--- config.mk ---
export PLATFORM = sky130hd
export DESIGN_NAME = pcs_batch_select
export DESIGN_NICKNAME = d
export VERILOG_FILES = /design/src/logic/pcs_batch_select.v
export VERILOG_INCLUDE_DIRS = /design/src /design/src/include
export SDC_FILE = /design/constraint.sdc
export NUM_CORES = 1
export LEC_CHECK = 0
export ABC_AREA = 1
export BUFFER_PORTS_ARGS = -buffer_cell sky130_fd_sc_hd__buf_2
export CORE_ASPECT_RATIO = 1.5
export CORE_UTILIZATION = 50
export DETAILED_ROUTE_END_ITERATION = 16
export GPL_ROUTABILITY_DRIVEN = 0
export PLACE_DENSITY = 0.74
export SLEW_MARGIN = 20
export SYNTH_ARGS = -nofsm -noshare
export SYNTH_HDL_FRONTEND = slang
export SYNTH_SLANG_ARGS = --single-unit
--- constraint.sdc ---
create_clock -name aclk -period 4.2 [get_ports aclk]
set_input_delay 0.21 -clock aclk [delete_from_list [all_inputs] [get_ports aclk]]
set_output_delay 0.21 -clock aclk [all_outputs]
set_load 0.01 [all_outputs]
--- src/include/pcs_defs.vh ---
// constants for the position command streamer batch selection block
`ifndef PCS_DEFS_VH
`define PCS_DEFS_VH
// command classes presented by the decoder
`define PCS_CLS_OTHER 4'h0
`define PCS_CLS_BB_START 4'h1
`define PCS_CLS_BB_END 4'h2
`define PCS_CLS_COND_END 4'h3
`define PCS_CLS_MI 4'h4
`define PCS_CLS_MI_EXCL 4'h5
`define PCS_CLS_STATE 4'h6
`define PCS_CLS_SEMA 4'h7
// batch start level field
`define PCS_LVL_CHAIN 2'h0
`define PCS_LVL_NEXT 2'h1
// register offsets (byte addresses)
`define PCS_OFF_CTRL 8'h00
`define PCS_OFF_STATUS 8'h04
`define PCS_OFF_COUNT 8'h08
`define PCS_OFF_IMAGE 8'h0C
// control reset value: bit0 enable
`define PCS_CTRL_RST 32'h0000_0001
// saved ring-context image layout
`define PCS_IMG_HDR_DW 8'h02
`define PCS_IMG_ENTRIES 8'h0E
`define PCS_IMG_ENTRY_DW 8'h02
`define PCS_IMG_PAD_DW 8'h30
`define PCS_IMG_TOTAL_DW 8'h4E
`define PCS_NOOP_DW 32'h0000_0000
`define PCS_LRI_DW 32'h1100_001B
`endif

--- src/logic/pcs_batch_select.v ---
// batch selection and command filter of the position command streamer
`timescale 1ns/10ps
`default_nettype none
`include "pcs_defs.vh"
// Function
// saved context image: noop, load-immediate header, two-dword entries, 48-dword noop pad.
// batch start with execute flag makes its commands executed here.
// execute state inherited by chained and deeper batches regardless of header.
// execute state clears only when its level ends and returns outward.
// render streamer treats execute-flagged batch start as no-op.
// all miscellaneous commands supported except the excluded set.
// software never sends excluded commands to this streamer.
// semaphores pass both ways; render side never relays ours onward.
// unsupported 3D state commands are dropped silently as no-ops.
// ring is walked without execution, looking only for flagged batch starts.
// parse flag makes a batch traversed, not executed, seeking execute flags.
// parse flag inherited by chained batches only, not deeper ones.
// deeper batches from a parse-only batch skipped unless call carries parse flag.
// software sets parse flag on calls whose deeper batch must be searched.
// parse-only batch ends at batch end or satisfied conditional end.
// both flags set means execute wins.
// render streamer ignores the parse flag.
// separate flag state for ring and three levels, restored on return.
// nothing directly in the ring is executed here.
module pcs_batch_select (
  input wire aclk,
  input wire aresetn,
  // decoded command stream
  input wire cmd_valid,
  output wire cmd_ready,
  input wire [3:0] cmd_class,
  input wire execute_for_position_flag,
  input wire parse_only_flag,
  input wire [1:0] cmd_level,
  input wire cond_met,
  input wire state_supported,
  input wire [31:0] cmd_dword,
  // dispositions
  output reg exec_valid,
  output reg [31:0] exec_dword,
  output reg [3:0] exec_class,
  output reg discard_pulse,
  output reg skip_pulse,
  output reg fetch_batch,
  output reg [1:0] fetch_level,
  output reg batch_return,
  // render streamer view of the same stream
  output reg render_noop,
  output reg render_exec_start,
  // semaphores
  input wire sema_from_render,
  output reg sema_to_render,
  output reg sema_relay_allowed,
  output reg sema_received,
  // AXI4-Lite
  input wire [7:0] s_axi_awaddr,
  input wire s_axi_awvalid,
  output wire s_axi_awready,
  input wire [31:0] s_axi_wdata,
  input wire [3:0] s_axi_wstrb,
  input wire s_axi_wvalid,
  output wire s_axi_wready,
  output reg [1:0] s_axi_bresp,
  output reg s_axi_bvalid,
  input wire s_axi_bready,
  input wire [7:0] s_axi_araddr,
  input wire s_axi_arvalid,
  output wire s_axi_arready,
  output reg [31:0] s_axi_rdata,
  output reg [1:0] s_axi_rresp,
  output reg s_axi_rvalid,
  input wire s_axi_rready
);
  localparam ST_RING = 2'h0;
  localparam ST_L1 = 2'h1;
  localparam ST_L2 = 2'h2;
  localparam ST_L3 = 2'h3;

  reg [1:0] level_reg;
  reg [3:0] exec_lvl_reg;
  reg [3:0] parse_lvl_reg;
  reg [3:0] skip_lvl_reg;
  reg [31:0] ctrl_reg;
  reg [15:0] exec_count_reg;
  reg [15:0] discard_count_reg;
  reg [7:0] img_idx_reg;

  wire enabled;
  wire cur_exec;
  wire cur_parse;
  wire cur_skip;
  wire take;
  wire is_start;
  wire is_end;
  wire deeper;
  wire [1:0] up_level;

  assign enabled = ctrl_reg[0];
  assign cur_exec = exec_lvl_reg[level_reg];
  assign cur_parse = parse_lvl_reg[level_reg];
  assign cur_skip = skip_lvl_reg[level_reg];
  assign cmd_ready = enabled;
  assign take = cmd_valid & enabled;
  assign is_start = cmd_class == `PCS_CLS_BB_START;
  assign is_end = (cmd_class == `PCS_CLS_BB_END) |
                  ((cmd_class == `PCS_CLS_COND_END) & cond_met);
  assign deeper = (cmd_level == `PCS_LVL_NEXT) | (level_reg == ST_RING);
  assign up_level = level_reg + 2'h1;

  // stream disposition and nesting state
  always @(posedge aclk) begin
    if (!aresetn) begin
      level_reg <= ST_RING;
      exec_lvl_reg <= 4'h0;
      parse_lvl_reg <= 4'h0;
      skip_lvl_reg <= 4'h0;
      exec_valid <= 1'b0;
      exec_dword <= 32'h0000_0000;
      exec_class <= 4'h0;
      discard_pulse <= 1'b0;
      skip_pulse <= 1'b0;
      fetch_batch <= 1'b0;
      fetch_level <= 2'h0;
      batch_return <= 1'b0;
      render_noop <= 1'b0;
      render_exec_start <= 1'b0;
      exec_count_reg <= 16'h0000;
      discard_count_reg <= 16'h0000;
    end else begin
      exec_valid <= 1'b0;
      discard_pulse <= 1'b0;
      skip_pulse <= 1'b0;
      fetch_batch <= 1'b0;
      batch_return <= 1'b0;
      render_noop <= 1'b0;
      render_exec_start <= 1'b0;
      if (take && is_start) begin
        // render side: execute flag makes a no-op, parse flag has no effect
        render_noop <= execute_for_position_flag;
        render_exec_start <= ~execute_for_position_flag;
      end
      if (take) begin
        case (1'b1)
          cur_skip: begin
            // an unsearched batch: only its own end matters
            skip_pulse <= 1'b1;
            if (is_end && level_reg != ST_RING) begin
              skip_lvl_reg[level_reg] <= 1'b0;
              exec_lvl_reg[level_reg] <= 1'b0;
              parse_lvl_reg[level_reg] <= 1'b0;
              level_reg <= level_reg - 2'h1;
              batch_return <= 1'b1;
            end
          end
          is_start: begin
            fetch_batch <= 1'b1;
            if (deeper && level_reg != ST_L3) begin
              fetch_level <= up_level;
              level_reg <= up_level;
              // outer state stays in its own slot for the return
              exec_lvl_reg[up_level] <= cur_exec | execute_for_position_flag;
              parse_lvl_reg[up_level] <= ~cur_exec & ~execute_for_position_flag &
                                         parse_only_flag;
              skip_lvl_reg[up_level] <= ~cur_exec & ~execute_for_position_flag &
                                        ~parse_only_flag;
            end else begin
              fetch_level <= level_reg;
              exec_lvl_reg[level_reg] <= cur_exec | execute_for_position_flag;
              parse_lvl_reg[level_reg] <= ~(cur_exec | execute_for_position_flag) &
                                          (cur_parse | parse_only_flag);
              skip_lvl_reg[level_reg] <= ~(cur_exec | execute_for_position_flag) &
                                         ~(cur_parse | parse_only_flag);
            end
          end
          is_end: begin
            if (level_reg != ST_RING) begin
              exec_lvl_reg[level_reg] <= 1'b0;
              parse_lvl_reg[level_reg] <= 1'b0;
              level_reg <= level_reg - 2'h1;
              batch_return <= 1'b1;
            end
          end
          (cur_exec && level_reg != ST_RING): begin
            if (cmd_class == `PCS_CLS_MI_EXCL ||
                (cmd_class == `PCS_CLS_STATE && !state_supported)) begin
              discard_pulse <= 1'b1;
              discard_count_reg <= discard_count_reg + 16'h0001;
            end else begin
              exec_valid <= 1'b1;
              exec_dword <= cmd_dword;
              exec_class <= cmd_class;
              exec_count_reg <= exec_count_reg + 16'h0001;
            end
          end
          default: skip_pulse <= 1'b1;
        endcase
      end
    end
  end

  // semaphore exchange
  always @(posedge aclk) begin
    if (!aresetn) begin
      sema_to_render <= 1'b0;
      sema_received <= 1'b0;
      sema_relay_allowed <= 1'b0;
    end else begin
      sema_to_render <= take & cur_exec & (level_reg != ST_RING) &
                        (cmd_class == `PCS_CLS_SEMA);
      sema_received <= sema_from_render;
      sema_relay_allowed <= 1'b0;
    end
  end

  // saved context image word by index
  function [31:0] img_word;
    input [7:0] idx;
    begin
      if (idx == 8'h00)
        img_word = `PCS_NOOP_DW;
      else if (idx == 8'h01)
        img_word = `PCS_LRI_DW;
      else if (idx < `PCS_IMG_HDR_DW + `PCS_IMG_ENTRIES * `PCS_IMG_ENTRY_DW)
        img_word = {24'h00_0000, idx};
      else
        img_word = `PCS_NOOP_DW;
    end
  endfunction

  // AXI4-Lite slave
  reg aw_hold;
  reg w_hold;
  reg [7:0] aw_addr_reg;
  reg [31:0] w_data_reg;
  reg [3:0] w_strb_reg;
  integer i;
  wire do_write;

  assign s_axi_awready = ~aw_hold & ~s_axi_bvalid;
  assign s_axi_wready = ~w_hold & ~s_axi_bvalid;
  assign s_axi_arready = ~s_axi_rvalid;
  assign do_write = aw_hold & w_hold & ~s_axi_bvalid;

  always @(posedge aclk) begin
    if (!aresetn) begin
      aw_hold <= 1'b0;
      w_hold <= 1'b0;
      aw_addr_reg <= 8'h00;
      w_data_reg <= 32'h0000_0000;
      w_strb_reg <= 4'h0;
      s_axi_bvalid <= 1'b0;
      s_axi_bresp <= 2'h0;
      ctrl_reg <= `PCS_CTRL_RST;
      img_idx_reg <= 8'h00;
    end else begin
      if (s_axi_awvalid && s_axi_awready) begin
        aw_hold <= 1'b1;
        aw_addr_reg <= s_axi_awaddr;
      end
      if (s_axi_wvalid && s_axi_wready) begin
        w_hold <= 1'b1;
        w_data_reg <= s_axi_wdata;
        w_strb_reg <= s_axi_wstrb;
      end
      if (do_write) begin
        aw_hold <= 1'b0;
        w_hold <= 1'b0;
        s_axi_bvalid <= 1'b1;
        s_axi_bresp <= 2'h0;
        if (aw_addr_reg == `PCS_OFF_CTRL) begin
          for (i = 0; i < 4; i = i + 1)
            if (w_strb_reg[i])
              ctrl_reg[i*8 +: 8] <= w_data_reg[i*8 +: 8];
        end else if (aw_addr_reg == `PCS_OFF_IMAGE) begin
          if (w_strb_reg[0])
            img_idx_reg <= w_data_reg[7:0];
        end else if (aw_addr_reg != `PCS_OFF_STATUS && aw_addr_reg != `PCS_OFF_COUNT) begin
          s_axi_bresp <= 2'h2;
        end
      end else if (s_axi_bvalid && s_axi_bready) begin
        s_axi_bvalid <= 1'b0;
      end
    end
  end

  always @(posedge aclk) begin
    if (!aresetn) begin
      s_axi_rvalid <= 1'b0;
      s_axi_rdata <= 32'h0000_0000;
      s_axi_rresp <= 2'h0;
    end else if (s_axi_arvalid && s_axi_arready) begin
      s_axi_rvalid <= 1'b1;
      s_axi_rresp <= 2'h0;
      case (s_axi_araddr)
        `PCS_OFF_CTRL: s_axi_rdata <= ctrl_reg;
        `PCS_OFF_STATUS: s_axi_rdata <= {18'h0_0000, level_reg, skip_lvl_reg,
                                         parse_lvl_reg, exec_lvl_reg};
        `PCS_OFF_COUNT: s_axi_rdata <= {discard_count_reg, exec_count_reg};
        `PCS_OFF_IMAGE: s_axi_rdata <= (img_idx_reg < `PCS_IMG_TOTAL_DW) ?
                                       img_word(img_idx_reg) : 32'h0000_0000;
        default: begin
          s_axi_rdata <= 32'h0000_0000;
          s_axi_rresp <= 2'h2;
        end
      endcase
    end else if (s_axi_rvalid && s_axi_rready) begin
      s_axi_rvalid <= 1'b0;
    end
  end
endmodule
`default_nettype wire

==> metrics, run 1 <==
status=complete, but fails checks; violated checks=negative hold slack; Initial Util=a little over 50%; syn_area_per_cell=7.18 µm²; synth unique cells=45; growth of design area from synthesis to finish=22.4%; Worst Hold Slack=-0.00473 ns; WL final=roughly 27000 µm; HPWL Detailed=~18000 µm; number of synthesized flops with an enable pin=0; max cap viols=0; Die X=around 120 µm; Rel. slew slack=around 30%; Residual DRC=0; Worst Hold Launch=cmd_dword[19]; family with the most delay on the worst path=compound AO/OA/AOI/OAI gates; CTS tree=yes; clock period minus worst slack=2.79 ns; vias in the first global route=8907; Initial DRT Pass Iterations=5; worst path bufs/invs=2; CP Class=register to register; antenna violations before repair=0; crit path DAT=3.22 ns; worst clock skew=0.0124 ns; setup violators final=0; worst r2r src=level_reg[0]$_SDFFE_PN0P_; Max clock buf depth=3; die area=19800 µm²; via count=approximately 9500; post-cts gate resize count=0; post-synthesis sequential area ratio=between 40% and 50%; Synth Register Bits=215; Slew Limit Fails=0; routed vias/inst=about 5.2; hold-fix buffers at CTS=between 50 and 60; Slowest-stage cell, CP=dfxtp_1; # port buffers=roughly 190; Nets=about 1700; die height=about 170 µm; Yosys top cell area share=44.7%; clk sinks=between 200 and 250; worst vdd ir=between 0.3 and 0.4 mV; RSZ-0062 raised after global routing=no; CTS Root Cell=clkbuf_16; Synth Flop Type=dfxtp_1; Worst Setup SP=level_reg[0]$_SDFFE_PN0P_; fin crit share=around 66%; static leakage=approximately 4.9 nW; Tot Pwr=about 4.3 mW; Yosys top cell by area=dfxtp_1; Final ANT Viol Nets=0; most instantiated cells after synthesis=nand2_1 (269), dfxtp_1 (215), nor2_1 (173); Core ar.=about 19000 µm²; most common cell in the netlist=nand2_1; power per cell area=about 360 nW/µm²; crit path capture type=register; total global routing overflow=0; Detailed Route Iter0 Violations=approximately 610; largest cells by area after synthesis=dfxtp_1 (45%), nand2_1 (10%), o21ai_0 (8.7%); layout cells sized above 1=between 15 and 20%; Worst Setup Start Kind=register; fmax=about 0.36 GHz; final hold violation count=1; I/O pin total=between 150 and 200; Total GRT Usage=approximately 27%; Site Rows=61; CTS buffer count=21; Synth Cell Area=~9600 µm²; postcts setup bufs=0; CP max FO=13; largest net degree at the start of global routing=120; Post-Route Setup TNS=0 ns; first-pass GRT wire length=about 42000 µm; Hold Crit Class=primary input to register; Synth Instances=roughly 1300; Clock transition at path regs=around 0.060 ns; Inserted Diodes=0; Slew @ Worst Pin=between 1 and 1.5 ns; H-tree lvl count=1; CP max stage delay=0.62 ns; Syn. warnings=0; WP data required=around 4.6 ns; FILL cells=1690; asr flop ratio synth=0%; CP cell instances=inv_2 -> ha_1 -> nor2_1 -> inv_1 -> a21oi_1 -> o21ai_0 -> nand2_1 -> nand2_1 -> nor2_1; drt wl/cell=around 15 µm; clk_lat worst skew=0.51 ns
-- cell usage in the layout, fill, tap and decap left out, types with 2 or more instances in the layout --
cell           instances
a21oi_1              147
a21oi_2               11
buf_2                188
buf_4                  8
clkbuf_1               5
clkbuf_16             21
clkbuf_8               4
clkinv_1               3
clkinv_2               3
conb_1                 3
dfxtp_1              215
dlygate4sd3_1         51
ha_1                   6
inv_1                107
inv_2                  4
nand2_1              268
nand2_2               12
nand2_4                3
nand3_1               70
nand3_2                4
nand3b_1               4
nand4_1                9
nor2_1               172
nor2_2                 3
nor2_4                 2
nor3_1                19
nor3_2                 3
nor3_4                 2
nor4_1                 2
o211ai_1               4
o21a_1                 2
o21ai_0              167
xor2_1                26
-- metrics by stage --
stage	hold slack [ns]	util, %	cell area, µm²	std cells	setup WS, ns
after floorplan	0.289	-	9630	1342	2.32
after CTS	0.000739	63.0	11800	1812	1.48
after detailed placement	0.399	56.8	10600	1727	1.50
after global placement	0.389	56.8	10600	1727	1.59
final	-0.00473	63.0	11800	1812	1.41
after global routing	0.0125	63.0	11800	1812	1.17
-- metal layers --
| metal | track usage (%) | vias to the layer above | share of wire (%) |
|---|---|---|---|
| li1 | - | 4773 | - |
| met1 | 28.7 | 4327 | 39 |
| met3 | 4.14 | 82 | 5.4 |
| met2 | 50.4 | 308 | 51 |
| met4 | 13.9 | 0 | 4.8 |
| met5 | 0 | - | 0 |
-- cells by family (layout without fill, tap and decap cells) --
kind of cell | Yosys count | count (layout) | synth area share [%]
AO/OA/AOI/OAI | 334 | 334 | 18.0
XOR/XNOR | 27 | 27 | 2.46
flip-flops | 215 | 215 | 44.7
adder cells (fa/ha/maj) | 6 | 6 | 0.780
other | 1 | 3 | 0.0390
AND/OR/NAND/NOR | 577 | 577 | 25.9
buffers and inverters | 180 | 398 | 8.07
-- worst register-to-register path: stages (launching register included) --
cell	delay, ns
dfxtp_1	0.62
inv_2	0.20
ha_1	0.33
nor2_1	0.17
inv_1	0.07
a21oi_1	0.62
o21ai_0	0.38
nand2_1	0.14
nand2_1	0.05
nor2_1	0.14
-- power breakdown --
| group | total, mW | internal (mW) | switching (mW) |
|---|---|---|---|
| Clock | 1.81 | 1.05 | 0.763 |
| Combinational | 0.356 | 0.136 | 0.220 |
| Sequential | 2.11 | 2.09 | 0.0212 |
| Total | 4.28 | 3.27 | 1.00 |
-- cell type report --
type                            count  area (µm²)  area share (%)
Clock inverter                      4        47.5           0.403
Sequential cell                   215        4300            36.5
Multi-Input combinational cell    947        4560            38.7
Tap cell                          252         315            2.68
Timing Repair Buffer              247        1510            12.8
Clock buffer                       30         599            5.09
Inverter                          117         450            3.82
-- path summary, 6_finish.rpt --
check / to / slack, ns / cells past startpoint
hold reg to reg: ctrl_reg[20]$_SDFFE_PN0P_ / 0.45 / 2
setup reg to reg: parse_lvl_reg[0]$_SDFFE_PN0P_ / 1.41 / 9
hold / removal: exec_dword[19]$_SDFFE_PN0P_ / -0.005 / 3
setup / recovery: parse_lvl_reg[0]$_SDFFE_PN0P_ / 1.41 / 9
(Power assumes the default switching activity.)
==> run 2, diff against run 1 <==
==> constraint.sdc (replaced) <==
create_clock -name aclk -period 2.65 [get_ports aclk]
set_input_delay 0.1325 -clock aclk [delete_from_list [all_inputs] [get_ports aclk]]
set_output_delay 0.1325 -clock aclk [all_outputs]
set_load 0.01 [all_outputs]
==> run 2 against run 1 <==
Effect of this change:
- the run still ends with negative hold slack left
- critical path depth decreased by 1
- maximum frequency increased by 16%
- power increased by 65%
- critical path type unchanged
- sequential power increased by 59%
- first-iteration DRC count increased by 8.3%
- clock skew about the same
==> metrics, run 2 (synthesis gave the netlist of run 1 again) <==
Clock transition at path regs=0.06 ns (about the same); clock period minus worst slack=2.40 ns (-0.392 ns); Setup WS pre-CTS=0.402 ns (-1.10 ns); Hold Crit Class=primary input to register; worst r2r src=level_reg[1]$_SDFFE_PN0P_; status=complete, but fails checks; worst r2r path cells=8 (-1); Slew @ Worst Pin=0.851 ns (-0.197 ns); H-tree lvl count=1 (unchanged); Worst Setup SP=level_reg[1]$_SDFFE_PN0P_; WL final=27600 µm (+4.2%); growth of design area from synthesis to finish=27.6%; drt wl/cell=14.9 µm (+1.6%); Finished Core Util=65.7% (+2.6 points); Worst Hold Launch=s_axi_wdata[9]; CTS tree=yes; Hold Path Sink=w_data_reg[9]$_SDFFE_PN0P_; crit path capture type=register; die height=172 µm (unchanged); clk_lat worst skew=0.50 ns (about the same); Final ANT Viol Nets=0 (unchanged); CP max FO=9 (-4); WP data required=3.08 ns (-1.55 ns); worst vdd ir=0.501 mV (+64%); R2R Setup Slk=0.25 ns (-1.16 ns); CP Class=register to register; reg2reg end=sema_to_render$_SDFF_PN0_; leading cell type in the layout, fill and taps excluded=nand2_1; clk sinks=215 (unchanged); HPWL Detailed=18300 µm (-0.44%); CTS Root Cell=clkbuf_16; Core ar.=18700 µm² (unchanged); post-cts gate resize count=0 (unchanged); die area=19800 µm² (unchanged); crit path DAT=2.83 ns (-0.39 ns); most frequent cells in the layout=nand2_1 (268), dfxtp_1 (215), buf_2 (188), nor2_1 (172), o21ai_0 (167); Initial DRT Pass Iterations=5 (unchanged); Inserted Diodes=0 (unchanged); largest net degree at the start of global routing=143 (+19%); layout cells sized above 1=17.7% (+0.18 points); Slew Limit Fails=0 (unchanged); vias in the first global route=9311 (+4.5%); Site Rows=61 (unchanged); Total GRT Usage=28.1% (+1.1 points); via count=9675 (+1.9%); Initial Util=51.5% (unchanged); Die X=115 µm (unchanged); Residual DRC=0 (unchanged); Nets=1702 (+2.7%); Max clock buf depth=3 (unchanged); setup slack after layout=0.254 ns (-1.16 ns); violated checks=negative hold slack; fmax=0.417 GHz (+16%); WHS Path Cells=3 (unchanged); fin crit share=90.4% (+24 points); CTS buffer count=21 (unchanged); Rel. slew slack=43.2% (+13 points); Worst Setup Start Kind=register; Detailed Route Iter0 Violations=656 (+8.3%); RSZ-0062 raised after global routing=no; final hold violation count=2 (+1); total global routing overflow=0 (unchanged); first-pass GRT wire length=44300 µm (+4.5%); max cap viols=0 (unchanged); routed vias/inst=5.21 (-0.57%); worst clock skew=0.0119 ns (-0.000444 ns); setup violators final=0 (unchanged); power per cell area=576 nW/µm² (+59%); antenna violations before repair=0 (unchanged); # port buffers=189 (unchanged); Post-Route Setup TNS=0 ns (unchanged); static leakage=5.18 nW (+4.8%); postcts setup bufs=0 (unchanged); I/O pin total=193 (unchanged); Worst Hold Slack=-0.0196 ns (-0.0149 ns)
[run 2: cell types whose count changed in the layout (fill, tap and decap cells not counted), sizes merged]
| cell | before | now |
|---|---|---|
| dlygate4sd3 | 51 | 86 |
| buf | 196 | 205 |
| bufinv | 1 | 4 |
| clkbuf | 30 | 28 |
| clkinv | 7 | 9 |
| clkinvlp | 1 | 0 |
[run 2: worst max path at each step]
stage	end	slack, ns	cells past startpoint
after floorplan	exec_lvl_reg[2]$_SDFFE_PN0P_	0.77	10
after global placement	exec_class[0]$_SDFFE_PN0P_	0.50	9
after detailed placement	exec_dword[23]$_SDFFE_PN0P_	0.40	9
after CTS	sema_to_render$_SDFF_PN0_	0.25	8
after global routing	sema_to_render$_SDFF_PN0_	0.02	8
final	sema_to_render$_SDFF_PN0_	0.25	8
[run 2: critical path, cell delays in order (launching register included)]
cell and delay (ns):
dfxtp_1 0.48, inv_2 0.14, ha_1 0.28, inv_1 0.21
nand2_1 0.14, nor2_2 0.23, inv_1 0.10, nor4_1 0.16
dlygate4sd3_1 0.58
[run 2: where the power goes]
group          leakage [nW]  internal, mW  switching [mW]
sequential             1.74          3.32          0.0333
clock                 0.351          1.90            1.21
combinational          3.09         0.252           0.365
[run 2: routing by layer]
metal	GRT usage (%)	wire length, µm
met4	11.8	1070
met1	30.2	10700
met3	4.00	1620
met5	0	0
met2	53.8	14200
[run 2: final cells by class]
class | count | area, µm²
Fill cell | 1576 | 6420
Multi-Input combinational cell | 947 | 4560
Sequential cell | 215 | 4300
Clock buffer | 28 | 572
Inverter | 117 | 450
Tap cell | 252 | 315
Clock inverter | 8 | 140
Timing Repair Buffer | 291 | 1940
[run 2: per-stage QoR]
step	hold WS (ns)	total power [mW]	cells	cell area, µm²
6_report	-0.0196	7.08	1858	12300
5_1_grt	0.0200	7.32	1858	12300
4_1_cts	0.00695	7.12	1858	12300
3_5_place_dp	0.320	3.92	1736	10700
3_3_place_gp	0.313	3.91	1736	10700
2_1_floorplan	0.212	3.74	1342	9630
[run 2: repair_timing]
action                                  4_1_cts  5_1_grt
endpoints found under the setup margin        0        0
hold endpoints to repair                     84        0
hold buffers                                 86        0
==> run 3, diff against run 2 <==
--- a/config.mk
+++ b/config.mk
@@ -7,12 +7,11 @@
 export NUM_CORES = 1
 export LEC_CHECK = 0
 export ABC_AREA = 1
-export BUFFER_PORTS_ARGS = -buffer_cell sky130_fd_sc_hd__buf_2
 export CORE_ASPECT_RATIO = 1.5
 export CORE_UTILIZATION = 50
 export DETAILED_ROUTE_END_ITERATION = 16
+export DONT_BUFFER_PORTS = 1
 export GPL_ROUTABILITY_DRIVEN = 0
-export PLACE_DENSITY = 0.74
 export SLEW_MARGIN = 20
 export SYNTH_ARGS = -nofsm -noshare
 export SYNTH_HDL_FRONTEND = slang
==> run 3 against run 2 <==
Effect of this change:
- the run now ends clean
- non-clock buffer count fell by 179
- power fell by 3.2%
- first-iteration DRC count fell by 0.61%
- setup slack got worse by 0.010 ns
- largest power group unchanged
- highest routed layer is now met5
==> metrics, run 3 (synthesis gave the netlist of run 1 again) <==
status=finished clean; Rel. slew slack=54.7% (+12 points); Die X=115 µm (unchanged); Slew @ Worst Pin=0.674 ns (-0.177 ns); worst clock skew=0.0120 ns (+0.0000978 ns); Nets=1523 (-11%); post-cts gate resize count=0 (unchanged); crit path DAT=2.84 ns (about the same); met3 Usage GRT=5.50% (+1.5 points); Worst Setup Start Kind=register; power per cell area=601 nW/µm² (+4.2%); max cap viols=0 (unchanged); fin crit share=90.8% (+0.40 points); CP cell instances=inv_2 -> ha_1 -> inv_1 -> nand2_1 -> nor2_2 -> inv_1 -> nor4_1 -> dlygate4sd3_1; Slew Limit Fails=0 (unchanged); Hold Crit Class=primary input to register; # port buffers=0 (-100%); total global routing overflow=0 (unchanged); die height=172 µm (unchanged); Most Crowded Layer GR=met2; Slowest-stage cell, CP=dlygate4sd3_1; postcts setup bufs=0 (unchanged); RSZ-0062 raised after global routing=no; first-pass GRT wire length=42000 µm (-5.2%); drt wl/cell=16.1 µm (+8.3%); clock period minus worst slack=2.41 ns (+0.0105 ns); clk sinks=215 (unchanged); Clock transition at path regs=0.06 ns (about the same); Final ANT Viol Nets=0 (unchanged); family with the most delay on the worst path=buffers and inverters; Site Rows=61 (unchanged); antenna violations before repair=1 (+1); Worst Hold Slack=0.0218 ns (+0.0415 ns); I/O pin total=193 (unchanged); Initial DRT Pass Iterations=5 (unchanged); setup violators final=0 (unchanged); M1 GR Usage=29.2% (-1.0 points); most frequent cells in the layout=nand2_1 (268), dfxtp_1 (215), nor2_1 (172), o21ai_0 (167), a21oi_1 (147); static leakage=4.34 nW (-16%); die area=19800 µm² (unchanged); hold-fix buffers at CTS=95 (+10%); Inserted Diodes=0 (unchanged); largest net degree at the start of global routing=143 (unchanged); GR Util met2=49.8% (-4.0 points); CP Class=register to register; Total GRT Usage=27.0% (-1.1 points); routed vias/inst=5.26 (+1.1%); crit path capture type=register; Core ar.=18700 µm² (unchanged); worst path bufs/invs=4 (unchanged); layout cells sized above 1=6.87% (-11 points); CTS buffer count=21 (unchanged); H-tree lvl count=1 (unchanged); leading cell type in the layout, fill and taps excluded=nand2_1; worst vdd ir=0.569 mV (+14%); WP data required=3.08 ns (about the same); CTS Root Cell=clkbuf_16; Initial Util=51.5% (unchanged); vias in the first global route=8258 (-11%); CP max stage delay=0.60 ns (+0.02 ns); fmax=0.415 GHz (-0.44%); CP max FO=9 (unchanged); Detailed Route Iter0 Violations=652 (-0.61%); WL final=27000 µm (-2.2%); CTS tree=yes; Max clock buf depth=3 (unchanged); clk_lat worst skew=0.50 ns (about the same); via count=8832 (-8.7%); Residual DRC=0 (unchanged); growth of design area from synthesis to finish=18.5%; Crit path top cell by count=inv_1; Post-Route Setup TNS=0 ns (unchanged); FILL cells=1777 (+13%); HPWL Detailed=18600 µm (+1.2%); final hold violation count=0 (-2)
run 3: cell count changes in the layout (fill, tap and decap cells not counted):
cell,before,now
buf_12,1,0
buf_16,0,1
buf_2,188,0
buf_4,16,17
bufinv_16,4,2
clkbuf_1,5,4
clkbuf_8,2,4
clkinv_2,5,4
dlygate4sd3_1,86,94
inv_6,1,2
run 3: routing by layer:
metal | vias to the layer above | part of all wire, %
met3 | 58 | 6.8
met1 | 4002 | 39
met2 | 270 | 51
li1 | 4500 | -
met4 | 2 | 3.9
met5 | - | 0.048
run 3: final cells by class:
| cell class | count | area, µm² | area share [%] |
|---|---|---|---|
| multi-input combinational | 947 | 4560 | 40.0 |
| sequential | 215 | 4300 | 37.7 |
| timing repair buffer | 112 | 1100 | 9.61 |
| clock buffer | 29 | 596 | 5.22 |
| inverter | 117 | 450 | 3.95 |
| tap | 252 | 315 | 2.77 |
| clock inverter | 6 | 83.8 | 0.735 |
run 3: power breakdown:
| group | leakage, nW | switching (mW) | total (mW) | internal, mW |
|---|---|---|---|---|
| combinational | 2.26 | 0.330 | 0.533 | 0.203 |
| sequential | 1.74 | 0.0366 | 3.35 | 3.32 |
| clock | 0.337 | 1.20 | 2.96 | 1.76 |
| total | 4.34 | 1.57 | 6.85 | 5.28 |
run 3: worst reg2reg max path, cell delays in order (launching register included):
cell	delay, ns
dfxtp_1	0.47
inv_2	0.14
ha_1	0.29
inv_1	0.19
nand2_1	0.13
nor2_2	0.23
inv_1	0.09
nor4_1	0.19
dlygate4sd3_1	0.60
run 3: path summary, 6_finish.rpt:
path | from | end | slack [ns] | cells after the start
min | s_axi_awvalid | aw_addr_reg[2]$_SDFFE_PN0P_ | 0.02 | 3
max | level_reg[1]$_SDFFE_PN0P_ | sema_to_render$_SDFF_PN0_ | 0.24 | 8
max reg2reg | level_reg[1]$_SDFFE_PN0P_ | sema_to_render$_SDFF_PN0_ | 0.24 | 8
min reg2reg | w_data_reg[26]$_SDFFE_PN0P_ | w_data_reg[26]$_SDFFE_PN0P_ | 0.45 | 2
run 3: metrics by stage:
step           utilization [%]  setup slack (ns)  std cells  total power [mW]  instance area [µm²]
2_1_floorplan                -             0.773       1342              3.74                 9630
3_3_place_gp              52.2             0.499       1548              3.80                 9750
3_5_place_dp              52.2             0.397       1548              3.81                 9750
4_1_cts                   61.0             0.318       1678              6.92                11400
5_1_grt                   61.0            0.0935       1678              7.12                11400
6_report                  61.0             0.243       1678              6.85                11400
